## src/verilog/wwd_pkg.sv

```systemverilog
package wwd_pkg;

	// Core clock rate in hertz.
	localparam longint CLK_HZ = 125_000_000;
	// Width of every window bound and of the window timer count; 77 s plus tolerance needs 34 bits.
	localparam int TIME_W = 40;

	// Factory window times with the timing pin floating, typical figures.
	localparam longint FLOAT_LOWER_MS = 800;
	localparam longint FLOAT_UPPER_MS = 1600;
	// Factory window times with the timing pin pulled up, typical figures.
	localparam longint RES_LOWER_US = 1850;
	localparam longint RES_UPPER_US = 11000;
	localparam longint FLOAT_LOWER_CYC = FLOAT_LOWER_MS * CLK_HZ / 1000;
	localparam longint FLOAT_UPPER_CYC = FLOAT_UPPER_MS * CLK_HZ / 1000;
	localparam longint RES_LOWER_CYC = RES_LOWER_US * CLK_HZ / 1_000_000;
	localparam longint RES_UPPER_CYC = RES_UPPER_US * CLK_HZ / 1_000_000;

	// Capacitor timing: slope in tenths of s per uF, charge source, trip level, offset.
	localparam longint CAP_SLOPE_X10 = 774;
	localparam longint CHARGE_NA = 375;
	localparam longint TRIP_MV = 1210;
	localparam longint CAP_OFFSET_MS = 55;
	localparam longint CAP_MAX_UF = 1;
	localparam longint CAP_OFFSET_CYC = CAP_OFFSET_MS * CLK_HZ / 1000;
	// Upper bound over charge time, in Q16 fixed point.
	localparam longint CAP_RATIO_Q16 = CAP_SLOPE_X10 * CHARGE_NA * 65536 / (10 * TRIP_MV);
	// Charge time of the largest capacitor, doubled as a give-up limit; uF times mV over nA is seconds.
	localparam longint CHARGE_LIMIT_CYC = 2 * CAP_MAX_UF * TRIP_MV * CLK_HZ / CHARGE_NA;

	// Reset value of the fault hold; the fault output stays low this many cycles plus one after a window violation.
	localparam logic [31:0] FAULT_HOLD_RST = 32'h0000_03E8;

	// Register byte offsets.
	localparam logic [7:0] REG_STATUS = 8'h00;
	localparam logic [7:0] REG_MASK = 8'h04;
	localparam logic [7:0] REG_STATE = 8'h08;
	localparam logic [7:0] REG_HOLD = 8'h0C;
	localparam logic [7:0] REG_CHARGE = 8'h10;

	// Status and mask bit positions.
	localparam int ST_EARLY = 0;
	localparam int ST_LATE = 1;
	localparam int ST_MODE = 2;
	localparam int ST_RESET = 3;
	localparam int ST_W = 4;

	// Only whole-word writes are taken; reads are answered whatever their size.
	localparam logic [2:0] HSIZE_WORD = 3'h2;

	// Timing pin option reported by the pin sense logic.
	typedef enum logic [1:0]
	{
		WWD_MODE_FLOAT = 2'b00,
		WWD_MODE_RES = 2'b01,
		WWD_MODE_CAP = 2'b10
	} wwd_mode_t;

	// Watchdog sequencer states.
	typedef enum logic [4:0]
	{
		WWD_OFF = 5'b00001,
		WWD_MEASURE = 5'b00010,
		WWD_FIRST = 5'b00100,
		WWD_WINDOW = 5'b01000,
		WWD_FAULT = 5'b10000
	} wwd_state_t;

endpackage

```

## src/verilog/wwd_sync.sv

```systemverilog
`timescale 1ns/1ps

// Three-flop synchroniser; a bit changes once the second and third flops agree.
module wwd_sync #(
	parameter int W = 1
) (
	// Clock and reset.
	input wire logic clock,
	input wire logic rst,
	// Raw and filtered levels.
	input wire logic [W-1:0] d,
	output logic [W-1:0] q
);
	import wwd_pkg::*;

	// All state of the synchroniser.
	typedef struct packed {
		logic [W-1:0] s1;
		logic [W-1:0] s2;
		logic [W-1:0] s3;
		logic [W-1:0] q;
	} wwd_sync_st_t;

	wwd_sync_st_t sy_reg;
	wwd_sync_st_t sy_next;

	if (W < 1)
	begin : g_chk
		$error("wwd_sync needs at least one bit");
	end

	// Only s2 reads s1; the agreement filter looks at s2 and s3 alone.
	always_comb
	begin
		sy_next = sy_reg;
		sy_next.s1 = d;
		sy_next.s2 = sy_reg.s1;
		sy_next.s3 = sy_reg.s2;
		sy_next.q = (sy_reg.s2 & sy_reg.s3) | (sy_reg.q & (sy_reg.s2 ^ sy_reg.s3));
	end

	// State register.
	always_ff @(posedge clock or posedge rst)
	begin
		if (rst)
			sy_reg <= '0;
		else
			sy_reg <= sy_next;
	end

	assign q = sy_reg.q;
endmodule

```

## src/verilog/wwd_cap_meter.sv

```systemverilog
`timescale 1ns/1ps

// Times the charge of the timing capacitor and turns it into window bounds.
module wwd_cap_meter #(
	parameter longint LIMIT = wwd_pkg::CHARGE_LIMIT_CYC,
	parameter longint OFFSET = wwd_pkg::CAP_OFFSET_CYC
) (
	// Clock and reset.
	input wire logic clock,
	input wire logic rst,
	// Control from the sequencer.
	input wire logic start,
	input wire logic abort,
	// Pin comparator: high once the pin reaches its trip level.
	input wire logic level_reached,
	// Results.
	output logic charge_on,
	output logic done,
	output logic [31:0] charge_cyc,
	output logic [wwd_pkg::TIME_W-1:0] upper_cyc,
	output logic [wwd_pkg::TIME_W-1:0] lower_cyc
);
	import wwd_pkg::*;

	// All state of the meter.
	typedef struct packed {
		logic busy;
		logic done;
		logic [31:0] cnt;
		logic [TIME_W-1:0] upper;
	} wwd_cap_st_t;

	wwd_cap_st_t cm_reg;
	wwd_cap_st_t cm_next;

	if (LIMIT >= 64'h0000_0000_FFFF_FFFF)
	begin : g_chk
		$error("wwd_cap_meter limit does not fit the charge counter");
	end

	// Upper bound from charge time: slope over charge rate, plus the fixed offset.
	function automatic logic [TIME_W-1:0] cap_upper(input logic [31:0] c);
		logic [63:0] p;
		p = 64'(c) * 64'(CAP_RATIO_Q16);
		return TIME_W'(p >> 16) + TIME_W'(OFFSET);
	endfunction

	// The source stays on until the trip level or the give-up limit.
	always_comb
	begin
		cm_next = cm_reg;
		cm_next.done = 1'b0;
		if (abort)
			cm_next.busy = 1'b0;
		else if (start)
		begin
			cm_next.busy = 1'b1;
			cm_next.cnt = '0;
		end
		else if (cm_reg.busy)
		begin
			// An oversized capacitor never trips; the limit ends the wait.
			if (level_reached || cm_reg.cnt >= 32'(LIMIT))
			begin
				cm_next.busy = 1'b0;
				cm_next.done = 1'b1;
				cm_next.upper = cap_upper(cm_reg.cnt);
			end
			else
				cm_next.cnt = cm_reg.cnt + 32'h0000_0001;
		end
	end

	// State register.
	always_ff @(posedge clock or posedge rst)
	begin
		if (rst)
			cm_reg <= '0;
		else
			cm_reg <= cm_next;
	end

	assign charge_on = cm_reg.busy;
	assign done = cm_reg.done;
	assign charge_cyc = cm_reg.cnt;
	assign upper_cyc = cm_reg.upper;
	// Lower bound is half of the upper one.
	assign lower_cyc = {1'b0, cm_reg.upper[TIME_W-1:1]};
endmodule

```

## src/verilog/wwd_top.sv

```systemverilog
// Our own choices: the AHB-Lite slave port and the register addresses.
`timescale 1ns/1ps

// What this block does
// - Reset held low between power-on and minimum
// - Fault output released while reset asserted
// - Above minimum, reset follows supply monitor
// - Floating pin: 800 ms lower, 1600 upper
// - Pulled-up pin: 1.85 ms lower, 11 upper
// - Factory timings kept at typical, within fifteen percent
// - Capacitor charged to trip level sets reference
// - Capacitor upper bound 77.4 s/uF plus 55 ms
// - Capacitor bounds scale; lower is half upper
// - Only falling pulse edges count
// - First pulse needs only beat upper bound
// - Later pulses outside window assert fault
// - Enable pin low disables, ignores pulses
module wwd_top #(
	parameter logic [wwd_pkg::TIME_W-1:0] FLOAT_LOWER = wwd_pkg::TIME_W'(wwd_pkg::FLOAT_LOWER_CYC),
	parameter logic [wwd_pkg::TIME_W-1:0] FLOAT_UPPER = wwd_pkg::TIME_W'(wwd_pkg::FLOAT_UPPER_CYC),
	parameter logic [wwd_pkg::TIME_W-1:0] RES_LOWER = wwd_pkg::TIME_W'(wwd_pkg::RES_LOWER_CYC),
	parameter logic [wwd_pkg::TIME_W-1:0] RES_UPPER = wwd_pkg::TIME_W'(wwd_pkg::RES_UPPER_CYC),
	parameter longint CAP_OFFSET = wwd_pkg::CAP_OFFSET_CYC,
	parameter longint CHARGE_LIMIT = wwd_pkg::CHARGE_LIMIT_CYC
) (
	// Clock and reset.
	input wire logic clock,
	input wire logic rst,
	// AHB-Lite slave.
	input wire logic hsel,
	input wire logic [31:0] haddr,
	input wire logic [1:0] htrans,
	input wire logic hwrite,
	input wire logic [2:0] hsize,
	input wire logic [31:0] hwdata,
	input wire logic hready,
	output logic hreadyout,
	output logic [31:0] hrdata,
	output logic hresp,
	// Supply comparator results, asynchronous levels.
	input wire logic vdd_above_por_in,
	input wire logic vdd_above_min_in,
	input wire logic supply_ok_in,
	// Watchdog pins.
	input wire logic watchdog_pulse_in,
	input wire logic watchdog_enable_pin,
	// Timing pin sense, trip comparator and charge source.
	input wire logic [1:0] window_timing_pin_mode,
	input wire logic window_timing_pin_level,
	output logic window_timing_pin_charge,
	// Open-drain reset output.
	input wire logic reset_pin_i,
	output logic reset_pin_o,
	output logic reset_pin_oe_n,
	// Open-drain watchdog fault output.
	input wire logic watchdog_fault_out_i,
	output logic watchdog_fault_out_o,
	output logic watchdog_fault_out_oe_n,
	// Interrupt.
	output logic irq
);
	import wwd_pkg::*;

	// Synchronised pin bit positions.
	localparam int P_POR = 0;
	localparam int P_MIN = 1;
	localparam int P_OK = 2;
	localparam int P_PULSE = 3;
	localparam int P_EN = 4;
	localparam int P_LVL = 5;
	localparam int P_RST = 6;
	localparam int P_FLT = 7;
	localparam int P_MODE = 8;
	localparam int P_W = 10;

	// All state of the block.
	typedef struct packed {
		wwd_state_t state;
		logic [TIME_W-1:0] cnt;
		logic [31:0] hold_cnt;
		wwd_mode_t mode;
		logic mode_ok;
		logic rst_act;
		logic fault_drv;
		logic pulse_d;
		logic [ST_W-1:0] status;
		logic [ST_W-1:0] mask;
		logic [31:0] hold_reg;
		logic wr_pend;
		logic [7:0] wr_addr;
		logic [31:0] rdata;
		logic irq;
	} wwd_top_st_t;

	wwd_top_st_t top_reg;
	wwd_top_st_t top_next;

	// Synchronised pins.
	logic [P_W-1:0] pin_raw;
	logic [P_W-1:0] pin_q;
	// Capacitor meter hookup.
	logic meter_start;
	logic meter_done;
	logic [31:0] meter_charge;
	logic [TIME_W-1:0] cap_upper;
	logic [TIME_W-1:0] cap_lower;
	// Window bounds in force.
	logic [TIME_W-1:0] win_lower;
	logic [TIME_W-1:0] win_upper;
	// Supply decision, pulse edge and event strobes.
	logic rst_want;
	logic fall_edge;
	logic [ST_W-1:0] events;
	logic [ST_W-1:0] w1c;
	logic bus_sel;

	if (FLOAT_LOWER >= FLOAT_UPPER || RES_LOWER >= RES_UPPER || FLOAT_LOWER == '0 || RES_LOWER == '0)
	begin : g_chk
		$error("wwd_top lower window bounds must be nonzero and below the upper ones");
	end

	// Every outside level passes the three-flop filter.
	assign pin_raw = {window_timing_pin_mode, watchdog_fault_out_i, reset_pin_i, window_timing_pin_level,
		watchdog_enable_pin, watchdog_pulse_in, supply_ok_in, vdd_above_min_in, vdd_above_por_in};

	wwd_sync #(
		.W(P_W)
	) wwd_sync_i (
		.clock(clock),
		.rst(rst),
		.d(pin_raw),
		.q(pin_q)
	);

	// The meter is aborted by any reset so a new detection starts clean.
	wwd_cap_meter #(
		.LIMIT(CHARGE_LIMIT),
		.OFFSET(CAP_OFFSET)
	) wwd_cap_meter_i (
		.clock(clock),
		.rst(rst),
		.start(meter_start),
		.abort(top_reg.rst_act),
		.level_reached(pin_q[P_LVL]),
		.charge_on(window_timing_pin_charge),
		.done(meter_done),
		.charge_cyc(meter_charge),
		.upper_cyc(cap_upper),
		.lower_cyc(cap_lower)
	);

	// Window bounds for the pin option found at the last reset release.
	always_comb
	begin
		unique case (top_reg.mode)
			WWD_MODE_RES:
			begin
				// Pulled-up pin uses typical factory figures.
				win_lower = RES_LOWER;
				win_upper = RES_UPPER;
			end
			WWD_MODE_CAP:
			begin
				// Capacitor option uses the measured bounds.
				win_lower = cap_lower;
				win_upper = cap_upper;
			end
			default:
			begin
				// Floating pin, and the unused code, take the long factory window.
				win_lower = FLOAT_LOWER;
				win_upper = FLOAT_UPPER;
			end
		endcase
	end

	// Below the minimum the reset is held; above it the monitor decides alone.
	// Below power-on the output is undefined, so holding it asserted is safe.
	assign rst_want = ~pin_q[P_MIN] | ~pin_q[P_POR] | ~pin_q[P_OK];

	// Only a high-to-low change of the filtered pulse pin counts.
	assign fall_edge = top_reg.pulse_d & ~pin_q[P_PULSE];

	// Detection starts right after reset release when the pin shows a capacitor.
	assign meter_start = (top_reg.state == WWD_OFF) && !top_reg.rst_act && !top_reg.mode_ok &&
		(wwd_mode_t'(pin_q[P_MODE +: 2]) == WWD_MODE_CAP);

	// A register transfer is taken in its address phase.
	assign bus_sel = hsel && htrans[1] && hready;

	// Sequencer, register file and bus slave.
	always_comb
	begin
		top_next = top_reg;
		events = '0;
		w1c = '0;
		top_next.pulse_d = pin_q[P_PULSE];
		top_next.rst_act = rst_want;
		// A new reset assertion is reported once.
		if (rst_want && !top_reg.rst_act)
			events[ST_RESET] = 1'b1;

		unique case (top_reg.state)
			WWD_OFF:
			begin
				top_next.cnt = '0;
				if (!top_reg.rst_act && !top_reg.mode_ok)
				begin
					// Capture the pin option once per reset release.
					top_next.mode = wwd_mode_t'(pin_q[P_MODE +: 2]);
					if (meter_start)
						top_next.state = WWD_MEASURE;
					else
					begin
						top_next.mode_ok = 1'b1;
						events[ST_MODE] = 1'b1;
					end
				end
				else if (!top_reg.rst_act && pin_q[P_EN])
				begin
					// Enabling opens a fresh first window.
					top_next.state = WWD_FIRST;
				end
			end
			WWD_MEASURE:
			begin
				// Pulses are ignored while the charge is timed.
				if (meter_done)
				begin
					top_next.mode_ok = 1'b1;
					top_next.state = WWD_OFF;
					events[ST_MODE] = 1'b1;
				end
			end
			WWD_FIRST:
			begin
				// The first pulse has no lower bound to respect.
				if (fall_edge)
				begin
					top_next.state = WWD_WINDOW;
					top_next.cnt = '0;
				end
				else if (top_reg.cnt >= win_upper)
				begin
					top_next.state = WWD_FAULT;
					top_next.hold_cnt = '0;
					events[ST_LATE] = 1'b1;
				end
				else
					top_next.cnt = top_reg.cnt + TIME_W'(1);
			end
			WWD_WINDOW:
			begin
				if (fall_edge && top_reg.cnt < win_lower)
				begin
					// Too early: the window had not yet opened.
					top_next.state = WWD_FAULT;
					top_next.hold_cnt = '0;
					events[ST_EARLY] = 1'b1;
				end
				else if (fall_edge)
					top_next.cnt = '0;
				else if (top_reg.cnt >= win_upper)
				begin
					// Too late: the window closed with no pulse.
					top_next.state = WWD_FAULT;
					top_next.hold_cnt = '0;
					events[ST_LATE] = 1'b1;
				end
				else
					top_next.cnt = top_reg.cnt + TIME_W'(1);
			end
			WWD_FAULT:
			begin
				// Pulses during the fault are dropped; afterwards a new first window begins.
				if (top_reg.hold_cnt >= top_reg.hold_reg)
				begin
					top_next.state = WWD_FIRST;
					top_next.cnt = '0;
				end
				else
					top_next.hold_cnt = top_reg.hold_cnt + 32'h0000_0001;
			end
		endcase

		// Reset forces the watchdog off and asks for a new pin detection.
		if (top_reg.rst_act)
		begin
			top_next.state = WWD_OFF;
			top_next.mode_ok = 1'b0;
		end
		else if (!pin_q[P_EN] && top_reg.state != WWD_MEASURE)
		begin
			// Enable low stops the watchdog whatever the pulse pin does.
			if (top_reg.mode_ok || top_reg.state != WWD_OFF)
				top_next.state = WWD_OFF;
		end

		// The fault pin only pulls low in the fault state and never under reset.
		top_next.fault_drv = (top_next.state == WWD_FAULT) && !top_next.rst_act;

		// Address phase: note a word write, prepare a read answer.
		top_next.wr_pend = bus_sel && hwrite && (hsize == HSIZE_WORD);
		top_next.wr_addr = haddr[7:0];
		if (bus_sel && !hwrite)
		begin
			unique case (haddr[7:0])
				REG_STATUS: top_next.rdata = 32'(top_reg.status);
				REG_MASK: top_next.rdata = 32'(top_reg.mask);
				REG_STATE: top_next.rdata = 32'({pin_q[P_FLT], pin_q[P_RST], pin_q[P_EN], top_reg.fault_drv,
					top_reg.rst_act, top_reg.mode_ok, top_reg.mode, top_reg.state});
				REG_HOLD: top_next.rdata = top_reg.hold_reg;
				REG_CHARGE: top_next.rdata = meter_charge;
				default: top_next.rdata = 32'h0000_0000;
			endcase
		end

		// Data phase of a write.
		if (top_reg.wr_pend)
		begin
			unique case (top_reg.wr_addr)
				REG_STATUS: w1c = hwdata[ST_W-1:0];
				REG_MASK: top_next.mask = hwdata[ST_W-1:0];
				REG_HOLD: top_next.hold_reg = hwdata;
				default: ;
			endcase
		end

		// A new event wins over a clear written in the same cycle.
		top_next.status = (top_reg.status & ~w1c) | events;
		top_next.irq = |(top_next.status & top_next.mask);
	end

	// State register.
	always_ff @(posedge clock or posedge rst)
	begin
		if (rst)
		begin
			top_reg <= '0;
			top_reg.state <= WWD_OFF;
			top_reg.mode <= WWD_MODE_FLOAT;
			top_reg.rst_act <= 1'b1;
			top_reg.hold_reg <= FAULT_HOLD_RST;
		end
		else
			top_reg <= top_next;
	end

	// Open-drain pins only ever pull low.
	assign reset_pin_o = 1'b0;
	assign reset_pin_oe_n = ~top_reg.rst_act;
	assign watchdog_fault_out_o = 1'b0;
	assign watchdog_fault_out_oe_n = ~top_reg.fault_drv;

	// Bus answers are always immediate and OKAY.
	assign hreadyout = 1'b1;
	assign hresp = 1'b0;
	assign hrdata = top_reg.rdata;
	assign irq = top_reg.irq;
endmodule

```

## config.mk

```make
export PLATFORM = sky130hd
export DESIGN_NAME = wwd_top
export DESIGN_NICKNAME = d
export VERILOG_FILES = /design/src/verilog/wwd_pkg.sv /design/src/verilog/wwd_sync.sv /design/src/verilog/wwd_cap_meter.sv /design/src/verilog/wwd_top.sv
export SDC_FILE = /design/constraint.sdc
export NUM_CORES = 2
export LEC_CHECK = 0
export ABC_AREA = 1
export BUFFER_PORTS_ARGS = -buffer_cell sky130_fd_sc_hd__buf_2
export CORE_MARGIN = 10
export CORE_UTILIZATION = 50
export CTS_CLUSTER_SIZE = 30
export DETAILED_ROUTE_END_ITERATION = 10
export PLACE_DENSITY = 0.67
export SLEW_MARGIN = 20
export SYNTH_ARGS = -nofsm -noshare
export SYNTH_HDL_FRONTEND = slang
export SYNTH_SLANG_ARGS = --single-unit
```

## constraint.sdc

```tcl
create_clock -name clock -period 11.65 [get_ports clock]
set_input_delay 1.165 -clock clock [delete_from_list [all_inputs] [get_ports clock]]
set_output_delay 1.165 -clock clock [all_outputs]
set_load 0.005 [all_outputs]
```

## After elaboration in Yosys (flattened, before gate mapping)

Index checks and enable logic that the tools add are counted.
Widths: inputs -> output; s select.

- Word-level logic and storage cells: 166
- Flip-flop bits (word level): 279
- Output and inout bits: 40

- $add $sub $neg: 4
- Equality and inequality tests: 25
- Reduce and logical (&&, ||, !) cells: 35
- $lt $le $gt $ge: 4
- Muxes and demuxes: 56
- Bitwise operators: 18
- Multipliers: 1

Operators with widths:

| kind | count |
|---|---|
| $mux 32 | 7 |
| $mux 40 | 5 |
| $pmux 32 s5 | 1 |
| $pmux 40 s4 | 1 |
| $pmux 32 s3 | 1 |
| $mux 45 | 2 |
| $pmux 40 s2 | 1 |
| $pmux 39 s2 | 1 |
| $mux 74 | 1 |
| $mux 73 | 1 |
| $add 32x1->32 const B | 2 |
| $mul 32x21->53 const B | 1 |
| $mux 5 | 10 |
| $add 40x1->40 const B | 1 |
| $ge 40x40->1 | 1 |
| $lt 40x40->1 | 1 |
| $add 37x23->38 const B | 1 |
| $mux 36 | 1 |
| $ge 32x30->1 const B | 1 |
| $ge 32x32->1 | 1 |
| $pmux 5 s5 | 1 |
| $eq 8x4->1 const B | 3 |
| $and 10x10->10 | 2 |
| $eq 8x3->1 const B | 2 |
| 37 further kinds | 94 |

## Longest topological paths before layout

- Word-level depth: 12
- Mapped depth: 38

## By module

From an unflattened synthesis, not the netlist that was laid out.

- Cell total of the unflattened synthesis: 4602
- Area, all modules: 34518.1 µm²

Modules (own cells, without submodules):

| module | cells an instance | times used | area each (µm²) | sequential area each (µm²) |
|---|---|---|---|---|
| wwd_cap_meter | 2705 | 1 | 20559.7 | 1801.7 |
| wwd_top | 1806 | 1 | 12640.9 | 4139.0 |
| wwd_sync | 91 | 1 | 1317.5 | 1001.0 |

## Worst setup path before layout

OpenSTA, ideal clock, no wires.

- Path type: register to register
- Start point: reg wwd_cap_meter_i.cm_reg, in the netlist wwd_cap_meter_i.charge_cyc[12]
- End point: reg wwd_cap_meter_i.cm_reg, in the netlist wwd_cap_meter_i.upper_cyc[31]
- Data arrival time: 6308 ps
- Setup time: 117 ps
- Slack: 5225 ps
- Cell stages (with the launch flop): 31
- Clock period less this slack: 6425 ps
- Path buffers: 0
- Cells stage by stage: dfrtp_1 inv_1 fa_1 inv_1 fa_1 fa_1 fa_1 fa_1 fa_1 inv_1 fa_1 inv_1 ha_1 a21oi_1 inv_1 nor2_1 nand2_1 a21oi_1 nand2_1 nand2_1 nand2_2 nor2_4 nand2_1 nor2_2 nand2_2 nand2_2 nand2_2 nand2_2 nand3_1 nand3_1 nand2_1

- Longest elaborated chain between the ends: 3
- Elaborated cells between the ends (all ways): 5
- Classes of those cells: add/sub (1); mul (1); order compare (1); reduce/logical (2)

RTL lines:

| what | RTL line | text |
|---|---|---|
| start, declared | wwd_cap_meter.sv:33 | `wwd_cap_st_t cm_reg;` |
| start signal, assigned | wwd_cap_meter.sv:80 | `cm_reg <= cm_next;` |
| parallel branches: the longest is 3 deep, another holds $mul 32x21->53 | -- |  |

Several ways; the timed one is not identified.
A chain may end at the register's enable or synchronous reset.

## Worst setup path after layout

- Start point: reg wwd_cap_meter_i.cm_reg, in the netlist wwd_cap_meter_i.charge_cyc[11]
- End point: reg wwd_cap_meter_i.cm_reg, in the netlist wwd_cap_meter_i.upper_cyc[33]

Same word-level chain as after synthesis.

==> flow_summary.ini <==
[status]
status = finished, final reports clean

[yosys]
synth-main-ff-cell = dfrtp_1
ys_seq_elements = 277
avgSynthCellArea_um2 = 7.73
synthesis.instances = 4319
synth-xor-area-share_pct = 1.86
netlist_area_um2 = 33400
synth_top_family_by_area = adder cells
synth_edf_count = 0
yosys.area_share.simple_pct = 21.4
post_synth_fa_ha_maj_area_fraction_pct = 34.4
synthDistinctLibCells = 62
synth-async-reset-ratio_pct = 100
synth_warnings = 0
synth_compound_area_share_pct = 9.41
yosys-mux-area-fraction_pct = 0
seq_area_frac_synth_pct = 20.8

[floorplan]
die_w_um = 278
die_y_um = 278
die-area_um2 = 77500
io_pins = 124
initial_utilization_pct = 50.6
rows = 94
core-area_um2 = 66000

[place]
dpl.cell_count = 5194
port_buffers = 94
place_area_um2 = 34600
routabilityCongestion = 0.996
dp_hpwl_mm = 79.8
dp_slack_ns = 3.94

[finish]
fillers = 6333
drive_above_1_share_pct = 6.33
design_area_um2 = 35700
layout_commonest_cell = nand2_1
final_cells = 5257
layout.nets = 5167
multi_input_area_um2 = 22400
seq_area_um2 = 6940
layout_common_cells = nand2_1 (955), inv_1 (924), ha_1 (384)
area_growth_pct = 7.06
largest_reg_flops = 132

[sta]
clock.fmax_ghz = 0.129
setup_tns_ns = 0
worstMarginPinSlew_ns = 1.03
slew_violations = 0
fin_crit_ns = 7.78
timing.final.crit_share_pct = 66.7
rsz0062_at_grt = no
finalHoldViolCount = 0
setup_ws_ns = 3.87
setup_violations = 0
timing.clock.skew_ns = 0.0464
whs_ns = 0.322
max-slew-margin-rel_pct = 31.6

[global_routing]
grt_pass1_vias = 28400
grt_max_degree = 147
antenna_found_initial = 0
globalRouteTotalUtil_pct = 25.4
grt_pass1_wl_mm = 157
grt_overflow_total = 0

[clocking]
clk_pin_slew_worst_paths_ns = 0.07
cts_tree = built
cts_root_buffer = clkbuf_16
clock_latency_ns = 0.57
clockBufferDepth = 3
cts_setup_buffers = 0
cts_hold_buf = 0
cts_inserted_buffers = 34
cts_sinks = 277
htreeDepth = 2
cts_resized = 0

[critical_path]
start_kind = flop
crit_arrival_ns = 8.20
cp-end-kind = flop
cp_data_required_time_ns = 12.07
cp_slowest_cell = fa_1
crit_path_max_incr_delay_ns = 0.73
crit_top_cell = nand2_1
cp_max_fo = 8
path_class = flop to flop

[flow_run]
drv_cap = 0

[route]
drtIter0Drc = 2434
drc_errors = 0
wl_mm = 97.5
vias = 28100
post_drt_wl_per_cell_um = 18.5
dr.pass1.iters = 6
postRouteAntennaNets = 0
vias_per_cell = 5.35

[pwr]
peakVddDrop_v = 0.000104
p_per_area_nw_per_um2 = 67.3
leakage_nw = 19.6

[worst_hold_path]
hold_path_class = flop to flop
[cell type report]
type                       instances  area share [%]
clock inverter                    15           0.578
multi-input combinational       3004            62.7
antenna                            1         0.00700
timing repair buffer             113            1.72
clock buffer                      47            2.71
sequential                       277            19.4
inverter                         936            9.86
tap                              864            3.02
[worst paths after layout]
check                                          startpoint                            end  slack [ns]  cells after the start
setup / recovery           wwd_cap_meter_i.charge_cyc[11]  wwd_cap_meter_i.upper_cyc[33]        3.87                     32
hold / removal                     wwd_sync_i.sy_next[21]         wwd_sync_i.sy_next[11]        0.32                      0
setup reg to reg           wwd_cap_meter_i.charge_cyc[11]  wwd_cap_meter_i.upper_cyc[33]        3.87                     32
hold reg to reg                    wwd_sync_i.sy_next[21]         wwd_sync_i.sy_next[11]        0.32                      0
max in group asynchronous                             rst  wwd_cap_meter_i.charge_cyc[2]        9.46                      3
min in group asynchronous                             rst         wwd_sync_i.sy_next[11]        0.77                      2
[cells in the mapped netlist (5+ instances only)]
library cell | n | share of area (%)
nand2_1 | 955 | 11
inv_1 | 925 | 10
ha_1 | 384 | 14
fa_1 | 333 | 20
nor2_1 | 285 | 3.2
dfrtp_1 | 269 | 20
o21ai_0 | 205 | 3.1
nand3_1 | 182 | 2.7
a21oi_1 | 181 | 2.7
nand4_1 | 67 | 1.3
xor2_1 | 57 | 1.5
clkbuf_1 | 55 | 0.62
nor3_1 | 46 | 0.69
buf_4 | 39 | 0.88
o22ai_1 | 32 | 0.60
nand2_2 | 31 | 0.58
nor4_1 | 30 | 0.56
o2111ai_1 | 28 | 0.73
nor2_2 | 23 | 0.43
a21o_1 | 18 | 0.40
o211ai_1 | 15 | 0.34
o21ai_1 | 14 | 0.21
xnor2_1 | 14 | 0.37
a31oi_1 | 12 | 0.22
o21bai_1 | 11 | 0.25
nand3b_1 | 10 | 0.22
inv_2 | 9 | 0.10
dfstp_2 | 8 | 0.63
o31ai_1 | 7 | 0.16
a211oi_1 | 5 | 0.11
a21oi_2 | 5 | 0.13
buf_2 | 5 | 0.075
nand2_4 | 5 | 0.17
nand3_2 | 5 | 0.15
nor2_4 | 5 | 0.17
[metal layers]
layer  vias up  global-route usage, %  wire length, um
li1      13700                      -                -
met1     13500                   35.0            44100
met2       838                   40.4            43700
met3       155                   3.37             5790
met4         0                   9.49             3930
met5         -                      0                0
[through the flow]
stage | total power, mW | utilization, %
3_3_place_gp | 1.29 | 52.4
6_report | 2.40 | 54.2
4_1_cts | 2.43 | 54.2
3_5_place_dp | 1.30 | 52.4
5_1_grt | 2.51 | 54.2
2_1_floorplan | 1.21 | -
[worst max-delay path, delay by kind of cell (launching register included)]
kind	cells	cell delay (ns)
DFF	1	0.68
xor gates and xnor gates	1	0.17
buffers and inverters	5	0.75
AOI/OAI and AO/OA	3	0.53
adders and majority gates	8	3.88
and+or+nand+nor	15	1.59
[report_power, final]
group          leakage [nW]  internal, mW  switching, mW  total, mW
Sequential             3.61         0.987         0.0175       1.00
Combinational          15.4        0.0856          0.190      0.276
Clock                 0.573         0.677          0.447       1.12
Total                  19.6          1.75          0.655       2.40
[cell families (layout without fill, tap and decap cells)]
kind of cell,count (synthesis),count (layout)
other,2,5
AOI/OAI and AO/OA,550,550
xor gates and xnor gates,71,71
DFF,277,277
adders and majority gates,717,717
buffers and inverters,1040,1111
and+or+nand+nor,1662,1662
Note: power is estimated with default switching activity, not from simulation.
